### config.mk
export PLATFORM = sky130hd
export DESIGN_NAME = lds_supervisor
export DESIGN_NICKNAME = d
export VERILOG_FILES = /design/src/hdl/lds_pkg.sv /design/src/hdl/lds_uart_if.sv /design/src/hdl/lds_uart.sv /design/src/hdl/lds_supervisor.sv
export VERILOG_INCLUDE_DIRS = /design/src /design/src/hdl
export SDC_FILE = /design/constraint.sdc
export NUM_CORES = 1
export LEC_CHECK = 0
export BUFFER_PORTS_ARGS = -buffer_cell sky130_fd_sc_hd__buf_2
export CAP_MARGIN = 20
export CORE_MARGIN = 4
export CORE_UTILIZATION = 40
export DETAILED_ROUTE_END_ITERATION = 6
export PLACE_DENSITY = 0.64
export SETUP_SLACK_MARGIN = 0.1
export SLEW_MARGIN = 25
export SYNTH_ARGS = -nofsm -noshare
export SYNTH_HDL_FRONTEND = slang
export SYNTH_SLANG_ARGS = --single-unit
### constraint.sdc
create_clock -name clk -period 4.2 [get_ports clk]
set_clock_uncertainty 0.15 [all_clocks]
set_input_delay 0.63 -clock clk [delete_from_list [all_inputs] [get_ports clk]]
set_output_delay 0.63 -clock clk [all_outputs]
set_load 0.05 [all_outputs]
### src/hdl/lds_defs.svh
// Constants for the laser driver control supervisor
`ifndef LDS_DEFS_SVH
`define LDS_DEFS_SVH

// Clock and serial timing
`define LDS_CLK_HZ 25000000
`define LDS_BAUD 115200
`define LDS_BAUD_DIV (`LDS_CLK_HZ / `LDS_BAUD)
// Soft-start ramp: time in microseconds, split into steps
`define LDS_SS_TIME_US 900
`define LDS_SS_STEPS 255
`define LDS_SS_TICK ((`LDS_SS_TIME_US * (`LDS_CLK_HZ / 1000000)) / `LDS_SS_STEPS)

// Board temperature thresholds, degrees C
`define LDS_OTW_ON 8'd67
`define LDS_OTW_OFF 8'd65
`define LDS_OTS_TRIP 8'd80

// Serial characters
`define LDS_CH_P 8'h50
`define LDS_CH_J 8'h4a
`define LDS_CH_K 8'h4b
`define LDS_CH_E 8'h45
`define LDS_CH_SP 8'h20
`define LDS_CH_CR 8'h0d
`define LDS_BUF_LEN 4'hb
`define LDS_LEN_J 4'h5
`define LDS_LEN_P 4'ha
`define LDS_LEN_K 4'hb
`define LDS_LEN_E 4'h6
`define LDS_ERR_FMT 16'h0000
`define LDS_ERR_UNK 16'h0001

// Serial parameter numbers
`define LDS_PAR_STATE 16'h0700
`define LDS_PAR_TEMP 16'h0800
`define LDS_PAR_TLO 16'h0801
`define LDS_PAR_THI 16'h0802

// State mask bit positions
`define LDS_ST_START 3
`define LDS_ST_STOP 4
`define LDS_ST_INTCUR 5
`define LDS_ST_EXTCUR 6
`define LDS_ST_EXTEN 9
`define LDS_ST_INTEN 10
`define LDS_ST_ALLOW 12
`define LDS_ST_DENY 13
`define LDS_ST_TDENY 14

// Register byte offsets and reset values
`define LDS_REG_CTRL 8'h00
`define LDS_REG_STATUS 8'h04
`define LDS_REG_TLIM 8'h08
`define LDS_REG_TEMP 8'h0c
`define LDS_TLO_RST 16'h0000
`define LDS_THI_RST 16'h05dc

`endif

### src/hdl/lds_pkg.sv
// Types for the laser driver control supervisor
package lds_pkg;
   typedef logic [7:0] lds_byte_t;
   typedef enum logic [2:0] {
      LDS_IDLE = 3'b000,
      LDS_RECV = 3'b001,
      LDS_EXEC = 3'b011,
      LDS_SEND = 3'b010,
      LDS_DRAIN = 3'b110
   } lds_cmd_state_t;
   typedef struct packed {
      logic therm_deny;
      logic allow_ilk;
      logic ext_en;
      logic ext_cur;
      logic int_run;
   } lds_ctrl_t;
endpackage : lds_pkg

### src/hdl/lds_uart_if.sv
// Byte stream between the serial port and the command engine
`timescale 1ns/1ns
`default_nettype none
interface lds_uart_if;
   import lds_pkg::*;
   logic rx_valid;
   lds_byte_t rx_data;
   logic tx_valid;
   lds_byte_t tx_data;
   logic tx_ready;
   modport phy(output rx_valid, output rx_data, output tx_ready,
      input tx_valid, input tx_data);
   modport core(input rx_valid, input rx_data, input tx_ready,
      output tx_valid, output tx_data);
endinterface : lds_uart_if
`default_nettype wire

### src/hdl/lds_uart.sv
// 8N1 serial receiver and transmitter
`timescale 1ns/1ns
`default_nettype none
`include "lds_defs.svh"
module lds_uart (
   // Clock and reset
   input wire logic clk,
   input wire logic rst,
   // Serial pins
   input wire logic rxd,
   output logic txd,
   // Byte stream
   lds_uart_if.phy u
);
   import lds_pkg::*;
   localparam logic [7:0] DIV_M1 = 8'(`LDS_BAUD_DIV - 1);
   localparam logic [7:0] HALF = 8'(`LDS_BAUD_DIV / 2);
   logic [7:0] rx_cnt_r;
   logic [3:0] rx_bit_r;
   logic rx_busy_r;
   logic [7:0] rx_sh_r;
   logic [7:0] tx_div_r;
   logic [3:0] tx_bit_r;
   logic tx_busy_r;
   logic [9:0] tx_sh_r;
   wire tx_tick = (tx_div_r == 8'h00);

   assign u.tx_ready = ~tx_busy_r;

   // Receive: centre on start bit, then sample once per bit
   always_ff @(posedge clk) begin
      u.rx_valid <= 1'b0;
      if (rst) begin
         rx_busy_r <= 1'b0;
         rx_cnt_r <= 8'h00;
         rx_bit_r <= 4'h0;
         rx_sh_r <= 8'h00;
         u.rx_data <= 8'h00;
      end else if (!rx_busy_r) begin
         if (!rxd) begin
            rx_busy_r <= 1'b1;
            rx_cnt_r <= HALF;
            rx_bit_r <= 4'h0;
         end
      end else if (rx_cnt_r != 8'h00) begin
         rx_cnt_r <= rx_cnt_r - 8'h01;
      end else begin
         rx_cnt_r <= DIV_M1;
         rx_bit_r <= rx_bit_r + 4'h1;
         if (rx_bit_r == 4'h0) begin
            // Glitch, not a start bit
            if (rxd) rx_busy_r <= 1'b0;
         end else if (rx_bit_r <= 4'h8) begin
            rx_sh_r <= {rxd, rx_sh_r[7:1]};
         end else begin
            rx_busy_r <= 1'b0;
            // Framing error drops the byte
            if (rxd) begin
               u.rx_valid <= 1'b1;
               u.rx_data <= rx_sh_r;
            end
         end
      end
   end

   // Transmit on the free-running baud enable
   always_ff @(posedge clk) begin
      if (rst) begin
         tx_div_r <= DIV_M1;
         tx_busy_r <= 1'b0;
         tx_bit_r <= 4'h0;
         tx_sh_r <= 10'h3ff;
         txd <= 1'b1;
      end else begin
         tx_div_r <= tx_tick ? DIV_M1 : tx_div_r - 8'h01;
         if (!tx_busy_r && u.tx_valid) begin
            tx_busy_r <= 1'b1;
            tx_bit_r <= 4'h0;
            tx_sh_r <= {1'b1, u.tx_data, 1'b0};
         end else if (tx_busy_r && tx_tick) begin
            txd <= tx_sh_r[0];
            tx_sh_r <= {1'b1, tx_sh_r[9:1]};
            tx_bit_r <= tx_bit_r + 4'h1;
            if (tx_bit_r == 4'ha) tx_busy_r <= 1'b0;
         end
      end
   end
endmodule : lds_uart
`default_nettype wire

### src/hdl/lds_supervisor.sv
// Laser driver control supervisor with serial and Wishbone control
`timescale 1ns/1ns
`default_nettype none
`include "lds_defs.svh"
module lds_supervisor (
   // Clock and reset
   input wire logic clk,
   input wire logic rst,
   // Wishbone slave
   input wire logic wb_cyc,
   input wire logic wb_stb,
   input wire logic wb_we,
   input wire logic [7:0] wb_adr,
   input wire logic [3:0] wb_sel,
   input wire logic [31:0] wb_dat_w,
   output logic [31:0] wb_dat_r,
   output logic wb_ack,
   // Control pins and sensors
   input wire logic enable_in,
   input wire logic interlock_in,
   input wire logic over_current,
   input wire logic [7:0] board_temp,
   input wire logic [15:0] therm_temp,
   // Power stage and status
   output logic stage_on,
   output logic [7:0] ramp_level,
   output logic crowbar,
   output logic clamp_fault,
   output logic ot_warn,
   // Serial link
   input wire logic uart_rxd,
   output logic uart_txd
);
   import lds_pkg::*;
   localparam logic [7:0] SS_TICK_M1 = 8'(`LDS_SS_TICK - 1);

   function automatic lds_ctrl_t apply_cmd(input lds_ctrl_t c,
                                           input logic [15:0] m);
      lds_ctrl_t n;
      n = c;
      if (m[`LDS_ST_START]) n.int_run = 1'b1;
      if (m[`LDS_ST_STOP]) n.int_run = 1'b0;
      if (m[`LDS_ST_INTCUR]) n.ext_cur = 1'b0;
      if (m[`LDS_ST_EXTCUR]) n.ext_cur = 1'b1;
      if (m[`LDS_ST_EXTEN]) n.ext_en = 1'b1;
      if (m[`LDS_ST_INTEN]) n.ext_en = 1'b0;
      if (m[`LDS_ST_ALLOW]) n.allow_ilk = 1'b1;
      if (m[`LDS_ST_DENY]) n.allow_ilk = 1'b0;
      if (m[`LDS_ST_TDENY]) n.therm_deny = 1'b1;
      return n;
   endfunction : apply_cmd

   function automatic logic [15:0] state_mask(input lds_ctrl_t c);
      logic [15:0] m;
      m = 16'h0000;
      m[`LDS_ST_START] = c.int_run;
      m[`LDS_ST_STOP] = ~c.int_run;
      m[`LDS_ST_EXTCUR] = c.ext_cur;
      m[`LDS_ST_INTCUR] = ~c.ext_cur;
      m[`LDS_ST_EXTEN] = c.ext_en;
      m[`LDS_ST_INTEN] = ~c.ext_en;
      m[`LDS_ST_ALLOW] = c.allow_ilk;
      m[`LDS_ST_DENY] = ~c.allow_ilk;
      m[`LDS_ST_TDENY] = c.therm_deny;
      return m;
   endfunction : state_mask

   // Returns {valid, nibble}
   function automatic logic [4:0] hex_val(input lds_byte_t b);
      if (b >= 8'h30 && b <= 8'h39) return {1'b1, b[3:0]};
      if ((b >= 8'h41 && b <= 8'h46) || (b >= 8'h61 && b <= 8'h66))
         return {1'b1, 4'(b[3:0] + 4'h9)};
      return 5'h00;
   endfunction : hex_val

   function automatic logic [16:0] hex4(input lds_byte_t a,
      input lds_byte_t b, input lds_byte_t c, input lds_byte_t d);
      logic [4:0] na, nb, nc, nd;
      na = hex_val(a);
      nb = hex_val(b);
      nc = hex_val(c);
      nd = hex_val(d);
      return {na[4] & nb[4] & nc[4] & nd[4],
              na[3:0], nb[3:0], nc[3:0], nd[3:0]};
   endfunction : hex4

   function automatic lds_byte_t hex_chr(input logic [3:0] n);
      return (n < 4'ha) ? 8'h30 + {4'h0, n} : 8'h37 + {4'h0, n};
   endfunction : hex_chr

   function automatic logic [31:0] wb_merge(input logic [31:0] o,
      input logic [31:0] n, input logic [3:0] s);
      logic [31:0] r;
      r = o;
      for (int i = 0; i < 4; i++)
         if (s[i]) r[8*i +: 8] = n[8*i +: 8];
      return r;
   endfunction : wb_merge

   lds_uart_if u();
   lds_uart phy (
      .clk(clk),
      .rst(rst),
      .rxd(uart_rxd),
      .txd(uart_txd),
      .u(u)
   );

   lds_ctrl_t ctrl_r, ctrl_nxt;
   logic [15:0] tlo_r, thi_r, tlo_nxt, thi_nxt;
   logic en_s1_r, en_s2_r, ilk_s1_r, ilk_s2_r, run_d_r;
   logic fault_r;
   logic [7:0] ss_cnt_r;
   lds_cmd_state_t st_r;
   lds_byte_t rbuf_r [0:10];
   logic [3:0] rlen_r, tlen_r, tidx_r;
   lds_byte_t resp_lead_r;
   logic [15:0] resp_par_r, resp_val_r;
   logic drain_r, tx_valid_r;
   lds_byte_t tx_byte, tx_data_r;
   logic [31:0] rd_mux;
   logic wr_ctrl, wr_tlim;

   // serial engine runs 8N1 at the fixed divider
   assign u.tx_valid = tx_valid_r;
   assign u.tx_data = tx_data_r;

   // Supervisor decisions
   wire run_req = ctrl_r.ext_en ? en_s2_r : ctrl_r.int_run;
   wire run_edge = run_req & ~run_d_r;
   wire ilk_ok = ~ctrl_r.allow_ilk | ~ilk_s2_r;
   wire therm_in = (therm_temp >= tlo_r) && (therm_temp <= thi_r);
   wire therm_ok = ctrl_r.therm_deny | therm_in;
   wire trip = over_current | (board_temp > `LDS_OTS_TRIP);
   wire fault_nxt = fault_r | trip;
   wire stage_nxt = run_req & ilk_ok & therm_ok & ~fault_nxt;
   wire ss_tick = (ss_cnt_r == 8'h00);

   // Command decode on the received buffer
   wire [16:0] par_h = hex4(rbuf_r[1], rbuf_r[2], rbuf_r[3], rbuf_r[4]);
   wire [16:0] val_h = hex4(rbuf_r[6], rbuf_r[7], rbuf_r[8], rbuf_r[9]);
   wire is_j = (rbuf_r[0] == `LDS_CH_J);
   wire is_p = (rbuf_r[0] == `LDS_CH_P);
   wire j_ok = is_j && rlen_r == `LDS_LEN_J && par_h[16];
   wire p_ok = is_p && rlen_r == `LDS_LEN_P && par_h[16] && val_h[16]
      && rbuf_r[5] == `LDS_CH_SP;
   wire par_state = par_h[15:0] == `LDS_PAR_STATE;
   wire par_temp = par_h[15:0] == `LDS_PAR_TEMP;
   wire par_tlo = par_h[15:0] == `LDS_PAR_TLO;
   wire par_thi = par_h[15:0] == `LDS_PAR_THI;
   wire par_known = par_state | par_temp | par_tlo | par_thi;
   // thermistor temperature served on a get
   wire [15:0] par_rd = par_state ? state_mask(ctrl_r) :
      par_temp ? therm_temp : par_tlo ? tlo_r : thi_r;
   wire exec_p = (st_r == LDS_EXEC) && p_ok;
   wire rx_cr = u.rx_data == `LDS_CH_CR;
   wire rx_full = (st_r == LDS_RECV) && u.rx_valid && !rx_cr
      && rlen_r == `LDS_BUF_LEN;

   // both paths may change the state at any time
   wire wb_req = wb_cyc & wb_stb & ~wb_ack;
   wire [15:0] wb_mask = wr_ctrl ? wb_dat_w[15:0] : 16'h0000;
   wire [15:0] ser_mask = (exec_p && par_state) ? val_h[15:0] : 16'h0000;
   assign ctrl_nxt = apply_cmd(apply_cmd(ctrl_r, wb_mask), ser_mask);
   wire [31:0] tlim_m = wb_merge({thi_r, tlo_r}, wb_dat_w, wb_sel);
   assign tlo_nxt = (exec_p && par_tlo) ? val_h[15:0] :
      wr_tlim ? tlim_m[15:0] : tlo_r;
   assign thi_nxt = (exec_p && par_thi) ? val_h[15:0] :
      wr_tlim ? tlim_m[31:16] : thi_r;

   // Register decode
   always_comb begin
      wr_ctrl = 1'b0;
      wr_tlim = 1'b0;
      rd_mux = 32'h00000000;
      if (wb_adr == `LDS_REG_CTRL) begin
         wr_ctrl = wb_req & wb_we & (&wb_sel[1:0]);
         rd_mux = {16'h0000, state_mask(ctrl_r)};
      end else if (wb_adr == `LDS_REG_STATUS) begin
         rd_mux = {8'h00, board_temp, ramp_level, 1'b0, st_r != LDS_IDLE,
            en_s2_r, ~ilk_s2_r, therm_in, ot_warn, fault_r, stage_on};
      end else if (wb_adr == `LDS_REG_TLIM) begin
         wr_tlim = wb_req & wb_we;
         rd_mux = {thi_r, tlo_r};
      end else if (wb_adr == `LDS_REG_TEMP) begin
         rd_mux = {16'h0000, therm_temp};
      end
   end

   // Reply byte, K carries a value and E only a code
   always_comb begin
      tx_byte = `LDS_CH_CR;
      if (tidx_r == 4'h0) tx_byte = resp_lead_r;
      else if (tidx_r <= 4'h4)
         tx_byte = hex_chr(4'(resp_par_r >> (6'd16 - {tidx_r, 2'b00})));
      else if (resp_lead_r == `LDS_CH_K && tidx_r == 4'h5)
         tx_byte = `LDS_CH_SP;
      else if (resp_lead_r == `LDS_CH_K && tidx_r <= 4'h9)
         tx_byte = hex_chr(4'(resp_val_r >> (6'd36 - {tidx_r, 2'b00})));
   end

   always_ff @(posedge clk) begin
      if (rst) begin
         wb_ack <= 1'b0;
         wb_dat_r <= 32'h00000000;
      end else begin
         wb_ack <= wb_req;
         wb_dat_r <= wb_req ? rd_mux : 32'h00000000;
      end
   end

   always_ff @(posedge clk) begin
      if (rst) begin
         ctrl_r <= '{therm_deny: 1'b0, allow_ilk: 1'b1, ext_en: 1'b1,
            ext_cur: 1'b1, int_run: 1'b0};
         tlo_r <= `LDS_TLO_RST;
         thi_r <= `LDS_THI_RST;
      end else begin
         ctrl_r <= ctrl_nxt;
         tlo_r <= tlo_nxt;
         thi_r <= thi_nxt;
      end
   end

   always_ff @(posedge clk) begin
      if (rst) begin
         {en_s1_r, en_s2_r} <= 2'b00;
         {ilk_s1_r, ilk_s2_r} <= 2'b11;
      end else begin
         {en_s1_r, en_s2_r} <= {enable_in, en_s1_r};
         {ilk_s1_r, ilk_s2_r} <= {interlock_in, ilk_s1_r};
      end
   end

   always_ff @(posedge clk) begin
      if (rst) fault_r <= 1'b0;
      else fault_r <= fault_nxt;
   end

   always_ff @(posedge clk) begin
      if (rst) begin
         stage_on <= 1'b0;
         run_d_r <= 1'b0;
      end else begin
         stage_on <= stage_nxt;
         run_d_r <= run_req;
      end
   end

   // clamp command and its status pin
   always_ff @(posedge clk) begin
      if (rst) begin
         crowbar <= 1'b0;
         clamp_fault <= 1'b0;
      end else begin
         crowbar <= fault_nxt;
         clamp_fault <= fault_nxt;
      end
   end

   always_ff @(posedge clk) begin
      if (rst) ot_warn <= 1'b0;
      else if (board_temp > `LDS_OTW_ON) ot_warn <= 1'b1;
      else if (board_temp < `LDS_OTW_OFF) ot_warn <= 1'b0;
   end

   // ramp restarts from zero on every start edge
   always_ff @(posedge clk) begin
      if (rst || !stage_nxt || run_edge) begin
         ramp_level <= 8'h00;
         ss_cnt_r <= SS_TICK_M1;
      end else begin
         ss_cnt_r <= ss_tick ? SS_TICK_M1 : ss_cnt_r - 8'h01;
         if (ss_tick && ramp_level != 8'hff)
            ramp_level <= ramp_level + 8'h01;
      end
   end

   // Received bytes land in the command buffer
   always_ff @(posedge clk) begin
      if (u.rx_valid && (st_r == LDS_IDLE || st_r == LDS_RECV)
          && rlen_r != `LDS_BUF_LEN)
         rbuf_r[(st_r == LDS_IDLE) ? 4'h0 : rlen_r] <= u.rx_data;
   end

   always_ff @(posedge clk) begin
      if (rst) begin
         st_r <= LDS_IDLE;
         rlen_r <= 4'h0;
         tlen_r <= 4'h0;
         tidx_r <= 4'h0;
         resp_lead_r <= `LDS_CH_E;
         resp_par_r <= 16'h0000;
         resp_val_r <= 16'h0000;
         drain_r <= 1'b0;
         tx_valid_r <= 1'b0;
         tx_data_r <= `LDS_CH_CR;
      end else begin
         tx_valid_r <= 1'b0;
         case (st_r)
            LDS_IDLE: begin
               if (u.rx_valid && !rx_cr) begin
                  rlen_r <= 4'h1;
                  st_r <= LDS_RECV;
               end
            end
            LDS_RECV: begin
               if (u.rx_valid && rx_cr) begin
                  st_r <= LDS_EXEC;
               end else if (rx_full) begin
                  // overflow reply, then skip up to the CR
                  resp_lead_r <= `LDS_CH_E;
                  resp_par_r <= `LDS_ERR_FMT;
                  tlen_r <= `LDS_LEN_E;
                  tidx_r <= 4'h0;
                  drain_r <= 1'b1;
                  st_r <= LDS_SEND;
               end else if (u.rx_valid) begin
                  rlen_r <= rlen_r + 4'h1;
               end
            end
            LDS_EXEC: begin
               tidx_r <= 4'h0;
               drain_r <= 1'b0;
               if (p_ok) begin
                  st_r <= LDS_IDLE;
               // get answers K, unknown number gives zeros
               end else if (j_ok) begin
                  resp_lead_r <= `LDS_CH_K;
                  resp_par_r <= par_known ? par_h[15:0] : 16'h0000;
                  resp_val_r <= par_known ? par_rd : 16'h0000;
                  tlen_r <= `LDS_LEN_K;
                  st_r <= LDS_SEND;
               // error code, unknown prefix or bad format
               end else begin
                  resp_lead_r <= `LDS_CH_E;
                  resp_par_r <= (is_j || is_p) ? `LDS_ERR_FMT
                     : `LDS_ERR_UNK;
                  tlen_r <= `LDS_LEN_E;
                  st_r <= LDS_SEND;
               end
            end
            LDS_SEND: begin
               if (tidx_r == tlen_r) begin
                  st_r <= drain_r ? LDS_DRAIN : LDS_IDLE;
               end else if (u.tx_ready && !tx_valid_r) begin
                  // Byte latched before the index moves on
                  tx_data_r <= tx_byte;
                  tx_valid_r <= 1'b1;
                  tidx_r <= tidx_r + 4'h1;
               end
            end
            LDS_DRAIN: begin
               if (u.rx_valid && rx_cr) st_r <= LDS_IDLE;
            end
            default: st_r <= LDS_IDLE;
         endcase
      end
   end
endmodule : lds_supervisor
`default_nettype wire

# Word-level counts from Yosys, hierarchy flattened
# Memories as Yosys holds them, arrays and structs flattened.
# Cells that the tools add are included.
dict set report totals {
  mem_count 1
  out_inout_bits 46
  mem_bits_rw 88
  elab_cells 481
  regBits 212
  in_bits 77
}
# name depth word_bits read_ports rd_clocked_by_memory_dff write_ports line_no
set memory_table {}
lappend memory_table {rbuf_r 11 8 10 0 1 lds_supervisor.sv:115} ;# lds_byte_t rbuf_r [0:10];
dict set report op_classes {
  n_eq_ne 37
  n_addsub 22
  reduce_logical 116
  n_lt_le_gt_ge 58
  shift 2
  n_bitwise 39
  mux 162
}
# operator n
set ops {}
lappend ops {{$mux W16} 14}
lappend ops {{$mux W5} 32}
lappend ops {{$ge A8 B7 Y1 const B} 16}
lappend ops {{$le A8 B7 Y1 const B} 16}
lappend ops {{$mux W8} 11}
lappend ops {{$mux W4} 17}
lappend ops {{$ge A8 B6 Y1 const B} 8}
lappend ops {{$le A8 B6 Y1 const B} 8}
lappend ops {{$mux W1} 62}
lappend ops {{$eq A16 B12 Y1 const B} 3}
lappend ops {{$logic_and A1 B1 Y1} 48}
lappend ops {{$mux W15} 3}
lappend ops {{$mux W7} 5}
lappend ops {{$add A4 B4 Y4 const B} 8}
lappend ops {{$mux W32} 1}
lappend ops {{$pmux W16 S2} 1}
lappend ops {{$shr A16 B6 Y4} 2}
lappend ops {{$add A6 B4 Y7 const A} 4}
lappend ops {{$eq A8 B4 Y1 const B} 3}
lappend ops {{$eq A8 B7 Y1 const B} 3}
lappend ops {{$logic_not A8 Y1} 3}
lappend ops {{$mux W24} 1}
lappend ops {{$reduce_bool A2 Y1} 12}
lappend ops {{$sub A8 B1 Y8 const B} 3}
lappend ops {{51 further kinds} 152}

# Longest topological paths before layout
# Gate-level depths: netlist (run 1).
# An unclocked memory read counts as a cell.
dict set report logic_depth {
  depth_word 19
  mapped_depth 12
}

# By module
# From an unflattened synthesis (run 1), not the netlist that was laid out.
dict set report unflattened {
  cells_unflattened 1507
  area_unflattened_um2 14849.2
}
# mod instances area_each_um2 cells_each
set modules_own_cells {}
lappend modules_own_cells {lds_supervisor 1 12391.9 1254}
lappend modules_own_cells {lds_uart 1 2457.4 253}

# Worst setup path before layout (run 1)
# OpenSTA, ideal clock, no wires.
dict set report synth_timing {
  kind {register to register}
  from {memory rbuf_r[7][0] (netlist name)}
  to {register thi_r[7]}
  setup_slack_ns 0.984
  path_stages_with_launch 12
  setup_time_ns 0.120
  n_path_buf 2
  t_arrival_ns 2.946
  cell_sequence {edfxtp_1 -> inv_1 -> ha_1 -> o21bai_1 -> a2111oi_1 -> o221a_2 -> nand3_1 -> or4_1 -> buf_6 -> buf_6 -> mux2i_1 -> or2_1}
}
# element line_no
set synth_lines {}
lappend synth_lines {{from (decl)} lds_supervisor.sv:115}
lappend synth_lines {{to (signal assigned)} lds_supervisor.sv:217} ;# thi_r <= `LDS_THI_RST;
lappend synth_lines {{to (signal assigned)} lds_supervisor.sv:221} ;# thi_r <= thi_nxt;
lappend synth_lines {{to (decl)} lds_supervisor.sv:110} ;# logic [15:0] tlo_r, thi_r, tlo_nxt, thi_nxt;

==> results of run 1 <==
==> state kept, by name (all words and copies together), names as in the netlist, 5 cells and up <==
name / count
phy.rx_cnt_r: 8
rbuf_r: 80
ctrl_r: 5
ramp_level: 8
thi_r: 16
phy.rx_sh_r: 8
tlo_r: 16
phy.tx_sh_r: 9
resp_val_r: 16
wb_dat_r: 32
phy.tx_div_r: 8
phy.u.rx_data: 8
tx_data_r: 7
ss_cnt_r: 8
resp_par_r: 16
==> per-stage QoR <==
| stage | hold slack, ps | utilization [%] | total power [W] |
|---|---|---|---|
| detailed placement | 251.7 | 43.79 | 0.003162 |
| finish | 112.0 | 46.68 | 0.005833 |
| CTS | 86.91 | 46.67 | 0.005901 |
| global route | 106.3 | 46.68 | 0.006048 |
| global placement | 251.0 | 43.77 | 0.003158 |
| floorplan | 239.5 | - | 0.003053 |
==> worst paths after layout <==
path / startpoint / to / slack, ps / cells past startpoint
worst max-delay path: rbuf_r[1][1] / thi_r[10] / 440 / 9
worst min-delay path: interlock_in / ilk_s1_r / 110 / 2
worst max register to register: rbuf_r[1][1] / thi_r[10] / 440 / 9
worst min register to register: ilk_s1_r / ilk_s2_r / 270 / 1
==> cells in the mapped netlist, drive strengths merged (6+ instances only) <==
cell	n	area share, %
mux2	38	3.0
a21o	23	1.2
a311oi	6	0.37
nor3	53	1.9
or4	19	1.0
and2	29	1.3
nand2	125	3.3
clkbuf	47	1.2
and3	6	0.26
nand2b	10	0.44
dfxtp	203	28
a31oi	13	0.57
buf	11	0.45
a22oi	21	1.1
a211o	11	0.67
nor3b	11	0.58
a221o	8	0.56
xnor2	14	0.86
edfxtp	80	17
a211oi	19	1.0
or2	17	0.74
ha	75	6.6
a32o	11	0.77
xor2	11	0.67
o22ai	7	0.31
or3	8	0.35
mux4	8	1.3
or4b	8	0.61
nand4	15	0.66
nor2b	17	0.74
inv	94	2.5
nor4b	7	0.43
nor4	18	0.87
o21bai	8	0.42
nor2	113	3.0
mux2i	59	4.1
a2111oi	10	0.63
o21ai	55	1.9
nand3	45	1.6
a21oi	75	2.6
o21a	9	0.47
==> cell type report <==
class	count	area (sq um)	share of cell area, %
Timing Repair Buffer	152	835.8	5.058
Clock buffer	42	847.1	5.126
Sequential cell	283	6466	39.13
Clock inverter	14	172.7	1.045
Inverter	94	352.8	2.135
Multi-Input combinational cell	1044	7272	44.01
Tap cell	461	576.8	3.491
==> routing by layer <==
metal | wire length (um) | vias up
met3 | 2423 | 81
met2 | 17500 | 362
li1 | - | 5698
met1 | 17000 | 5550
met5 | 26 | -
met4 | 1414 | 4
==> critical path, delay by kind of cell, from the launching register on <==
| family | cells | cell delay [ps] |
|---|---|---|
| AND/OR/NAND/NOR | 3 | 1500 |
| multiplexers | 1 | 460 |
| adder cells (fa/ha/maj) | 1 | 180 |
| flip-flops | 1 | 390 |
| buffers and inverters | 1 | 90 |
| AO/OA/AOI/OAI | 3 | 910 |
==> power groups by stage <==
stage	logic, W	clock network (W)	registers [W]
CTS	0.000270	0.00280	0.00283
detailed placement	0.000269	0	0.00289
global route	0.000301	0.00291	0.00284
finish	0.000271	0.00273	0.00283
floorplan	0.000162	0	0.00289
global placement	0.000265	0	0.00289
==> cell families (layout without fill, tap and decap cells) <==
family,count (synthesis),count (layout)
buf+inv,152,302
simple gates,520,520
mux,105,105
xor+xnor,25,25
compound gates,319,319
fa+ha+maj,75,75
flops,283,283
==> layout by cell type, fill, tap and decap left out, types with 13 or more instances in the layout <==
cell type	count
mux2i_1	59
ha_1	75
a21o_1	23
nand4_1	15
mux2_2	37
and2_1	27
edfxtp_1	80
a22oi_1	21
nor2b_1	17
a21oi_1	74
nor3_1	50
nor2_1	113
nand2_1	125
xnor2_1	14
inv_1	94
buf_2	122
clkbuf_16	31
a31oi_1	13
a211oi_1	19
nand3_1	45
buf_4	30
o21ai_0	51
nor4_1	16
or4_1	18
dfxtp_1	203
==> impl_results.md, run 1 <==
* Starting density of the core at 40.44%
* Cell area after layout at 16520 sq um
* Die Width at 197.2 um
* Final setup vio count at 0
* DR pass1 iterations at 5
* Number of flops mapped to enable cells by yosys at 80
* Net Switching at 0.001269 W
* # clock sinks at 283
* Final setup margin at 443.2 ps
* Worst-path fanout max at 16
* GRT Util Overall at 18.89%
* Adder-Cell Fraction of Synth Area at 6.555%
* Max-Cap Viols at 0
* Post-Place Cell Area at 15500 sq um
* Static Leak at 6.693 nW
* Fillers at 3358
* Slew @ Worst Pin at 900.3 ps
* Complex-gate fraction of the synthesized area at 15.34%
* Ports at 123
* Post-placement worst setup slack at 480.2 ps
* Routed Antenna Nets at 0
* Mux cell area share after synthesis at 8.373%
* Reg power frac at 48.6%
* First-pass GRT wire length at 59820 um
* Syn_nets at 1631
* Post-route insts no fill at 2090
* Syn Area/Cell at 9.679 sq um
* Root Buffer: clkbuf_16
* Int Power at 0.004564 W
* Met1 Use GR at 25.56%
* Hold-fix buffers, CTS at 0
* Seq/Total Area, Yosys at 45.17%
* Vias/cell at 5.596
* Gr busiest metal: met2
* Vias in the first global route at 11090
* Postcts setup bufs at 0
* Final wirelength at 38360 um
* Part of the power in combinational logic at 4.6%
* Critical-path cell list: inv_1, ha_1, o21bai_1, a2111oi_0, o22ai_1, or4_4, or4_1, mux2_1, nand2_1
* Clock network power share at 46.8%
* CTS tree: yes
* Part of the cycle the worst path needs at 89.45%
* GPL Wtd Cong at 0.8640
* Hpwl dp at 28610 um
* Final slew viol count at 0
* Maximum vdd drop at 0.3422 mV
* # port buffers at 122
* Status: complete, no violations
* Mapped Area at 14310 sq um
* Synth Register Bits at 283
* Synth async-reset ratio at 0%
* PD cells at 353.0 nW/um^2
* CP endpoint kind: flop
* Later-pin clock latency in the skew report at 560 ps
* Crit start category: flop
* Post_cts resized at 0
* Worst path slowest cell: or4_1
* Die height at 197.2 um
* Post-Synth XOR/XNOR Area at 1.530%
* Min Tclk post-route at 3757 ps
* Fmax at 0.2662 GHz
* Num CTS Buffers at 31
* Nets@finish at 1758
* Share of layout cells above drive strength 1 at 16.64%
* Synth Area in Simple Gates at 18.89%
* Main combinational cell family by area after synthesis: simple AND/OR/NAND/NOR gates
* Largest net degree at the start of global routing at 60
* Cells after synthesis at 1479
* Average wire per standard cell at 18.35 um
* Via Count at 11700
* Placed Instances at 2034
* First-iteration detailed-routing DRC count at 807
* Die area at 38880 sq um
* Final hold viol count at 0
* CP required at 4540 ps
* Core area at 35400 sq um
* CP peak stage delay at 910 ps
* Switch share at 21.76%
* Row cnt at 69
* Met3 GRT Util at 2.814%
* Synth-to-Final Area Change at 15.43%
* Initial antenna violation count at 3
* Gr ovfl total at 0
* CTS max path bufs at 3
* Clk slew on worst S/H paths at 60 ps
* Relative slew slack at 39.91%
* DRC violations left at 0
* Synth Warn # at 0
* Primary FF master, synth: dfxtp_1
* Setup CP Type: reg -> reg
* Setup tns final at 0 ps
* RSZ-0062 raised after global routing: no
* WP data arrival at 4100 ps
* M2 GR Usage at 30.95%
* Antenna cells at 0
* Library cells used by synthesis at 84
* HP Class: in -> reg
* CTS H-tree lvls at 1
No activity file was read; power rests on OpenSTA's default activity.
==> inputs of run 2 (changes only) <==
--- a/config.mk
+++ b/config.mk
@@ -6,6 +6,7 @@
 export SDC_FILE = /design/constraint.sdc
 export NUM_CORES = 1
 export LEC_CHECK = 0
+export ABC_AREA = 1
 export BUFFER_PORTS_ARGS = -buffer_cell sky130_fd_sc_hd__buf_2
 export CAP_MARGIN = 20
 export CORE_MARGIN = 4
@@ -13,7 +14,6 @@
 export DETAILED_ROUTE_END_ITERATION = 6
 export PLACE_DENSITY = 0.64
 export SETUP_SLACK_MARGIN = 0.1
-export SLEW_MARGIN = 25
 export SYNTH_ARGS = -nofsm -noshare
 export SYNTH_HDL_FRONTEND = slang
 export SYNTH_SLANG_ARGS = --single-unit
==> impl_results.md, run 2 <==
* Status: complete, no violations
* FF-to-FF End: tlo_r[11]
* PD cells at 354.6 nW/um^2
* Seq/Total Area, Yosys at 44.06%
* Postcts setup bufs at 0
* Die area at 39820 sq um
* Largest net degree at the start of global routing at 38
* Min Tclk post-route at 3128 ps
* # port buffers at 122
* GRT Util Overall at 19.79%
* Most frequent cells in the layout: nand2_1, inv_1, nor2_1
* Syn_nets at 2065
* Synth top cells by count: nand2_1, inv_1, nor2_1
* Final setup margin at 1072 ps
* Final slew viol count at 0
* M2 GR Usage at 33.31%
* Gr ovfl total at 0
* CTS max path bufs at 3
* Crit path launch: rbuf_r[1][0]
* Clk slew on worst S/H paths at 60 ps
* Cells after synthesis at 1912
* Slew @ Worst Pin at 1053 ps
* Final hold viol count at 0
* DRC violations left at 0
* Hold-fix buffers, CTS at 0
* Worst-path fanout max at 30
* Share of layout cells above drive strength 1 at 12.92%
* Average wire per standard cell at 15.97 um
* Via Count at 13250
* Origin of the critical flop-to-flop path: rbuf_r[1][0]
* Largest registers: rbuf_r (80), wb_dat_r (32)
* Gr busiest metal: met2
* CP endpoint kind: flop
* Hpwl dp at 30850 um
* Final setup vio count at 0
* Max-Cap Viols at 0
* Static Leak at 7.264 nW
* Post-synth top area share at 27.69%
* Starting density of the core at 40.86%
* Reg with most FFs: rbuf_r
* HP Class: in -> reg
* Post-placement worst setup slack at 1121 ps
* CP required at 4510 ps
* CP Capture Point: tlo_r[11]
* Commonest non-fill, non-tap cell in the layout: nand2_1
* Antenna cells at 0
* Met3 GRT Util at 2.647%
* Ranking of synthesized cells by area: dfxtp_1, edfxtp_1, nand2_1, ha_1, inv_1
* Mapped Area at 14680 sq um
* Die height at 199.5 um
* Worst reg2reg path depth at 15
* Crit start category: flop
* First-pass GRT wire length at 64000 um
* Part of the cycle the worst path needs at 74.48%
* Initial antenna violation count at 0
* Setup tns final at 0 ps
* Later-pin clock latency in the skew report at 580 ps
* Number of flops mapped to enable cells by yosys at 80
* Die Width at 199.5 um
* Core area at 35910 sq um
* Synth area leader: dfxtp_1
* Setup CP Type: reg -> reg
* Register Area at 6466 sq um
* Max reg flops at 80
* Reg2reg setup slack at 1070 ps
* Library cells used by synthesis at 60
* Vias in the first global route at 12500
* Synth-to-Final Area Change at 14.76%
* Most frequent cell after synthesis: nand2_1
* CTS H-tree lvls at 1
* Fmax at 0.3197 GHz
* Area of the multi-input gates at 7068 sq um
* Routed Antenna Nets at 0
* DR pass1 iterations at 5
* RSZ-0062 raised after global routing: no
* Row cnt at 69
* # clock sinks at 283
* First-iteration detailed-routing DRC count at 972
* Maximum vdd drop at 0.3071 mV
* Relative slew slack at 29.24%
* Post_cts resized at 0
* Met1 Use GR at 26.14%
* Num CTS Buffers at 31
* GPL Wtd Cong at 0.9090
* Fillers at 3525
* Vias/cell at 5.243
* Synth Register Bits at 283
* Nets@finish at 2194
* WP data arrival at 3440 ps
* Syn Area/Cell at 7.675 sq um
* Root Buffer: clkbuf_16
* Ports at 123
* Primary FF master, synth: dfxtp_1
* Synth Warn # at 0
* CTS tree: yes
* Synth async-reset ratio at 0%
* Final wirelength at 40360 um
-- run 2: changes by cell type in the layout (fill, tap and decap cells not counted), moves of 25 or more --
cell | before | now
nor2_1 | 113 | 207
inv_1 | 94 | 224
o21ai_0 | 51 | 110
and2_1 | 27 | 2
mux2i_1 | 59 | 0
a21oi_1 | 74 | 122
mux2_2 | 37 | 0
nand2_1 | 125 | 416
nand3_1 | 45 | 121
-- run 2: per-stage QoR --
step | std cells | total power, W | hold WS (ps) | cell area, sq um | util, %
after CTS | 2527 | 0.006038 | 54.39 | 16840 | 46.89
final | 2527 | 0.005972 | 78.37 | 16840 | 46.89
after global placement | 2469 | 0.003277 | 246.0 | 15810 | 44.01
after detailed placement | 2469 | 0.003286 | 244.5 | 15810 | 44.01
after global routing | 2527 | 0.006205 | 72.49 | 16840 | 46.89
after floorplan | 1912 | 0.003141 | 235.0 | 14680 | -
-- run 2: final cells by class --
cell class / instances / area share [%]
multi-input cells: 1334 / 41.97
flip-flops and latches: 283 / 38.40
inverters: 253 / 5.646
clock buffers: 34 / 4.733
repair buffers: 138 / 4.413
well taps: 461 / 3.425
clock inverters: 24 / 1.419
-- run 2: kinds of logic after synthesis --
logic type	share of synthesized area, %
adder cells (fa/ha/maj)	6.480
AO/OA/AOI/OAI	13.21
flip-flops	44.06
XOR/XNOR	1.373
AND/OR/NAND/NOR	27.10
buffers and inverters	7.776
-- run 2: power by group --
group | internal [W] | switching [W]
sequential | 0.00283 | 0.0000282
combinational | 0.000128 | 0.000247
clock | 0.00162 | 0.00112
-- run 2: worst max-delay path, stage by stage (launching register included) --
cell      delay, ps
edfxtp_1        410
inv_1           120
ha_1            150
nand2_1          70
nor2_1           90
nand2_1          80
nand2_1         100
o211ai_1        110
nor2_1          390
nand3_2         220
nor2_4          250
nand2_2         380
nand2_2         200
o21ai_1          80
a21oi_1         150
nor2_1           50
-- run 2: worst min-delay path by stage --
| stage | slack (ps) | start | end | cells past startpoint |
|---|---|---|---|---|
| 3_5_place_dp | 240 | en_s1_r | en_s2_r | 2 |
| 3_3_place_gp | 250 | ss_cnt_r[0] | ss_cnt_r[0] | 1 |
| 6_report | 80 | interlock_in | ilk_s1_r | 2 |
| 4_1_cts | 50 | interlock_in | ilk_s1_r | 2 |
| 2_1_floorplan | 240 | ss_cnt_r[0] | ss_cnt_r[0] | 1 |
| 5_1_grt | 70 | interlock_in | ilk_s1_r | 2 |
-- run 2: layer usage --
layer  vias to the layer above  routed length (um)
li1                       6638                   -
met1                      6108               17900
met2                       408               18480
met3                        94                2500
met4                         0                1478
met5                         -                   0
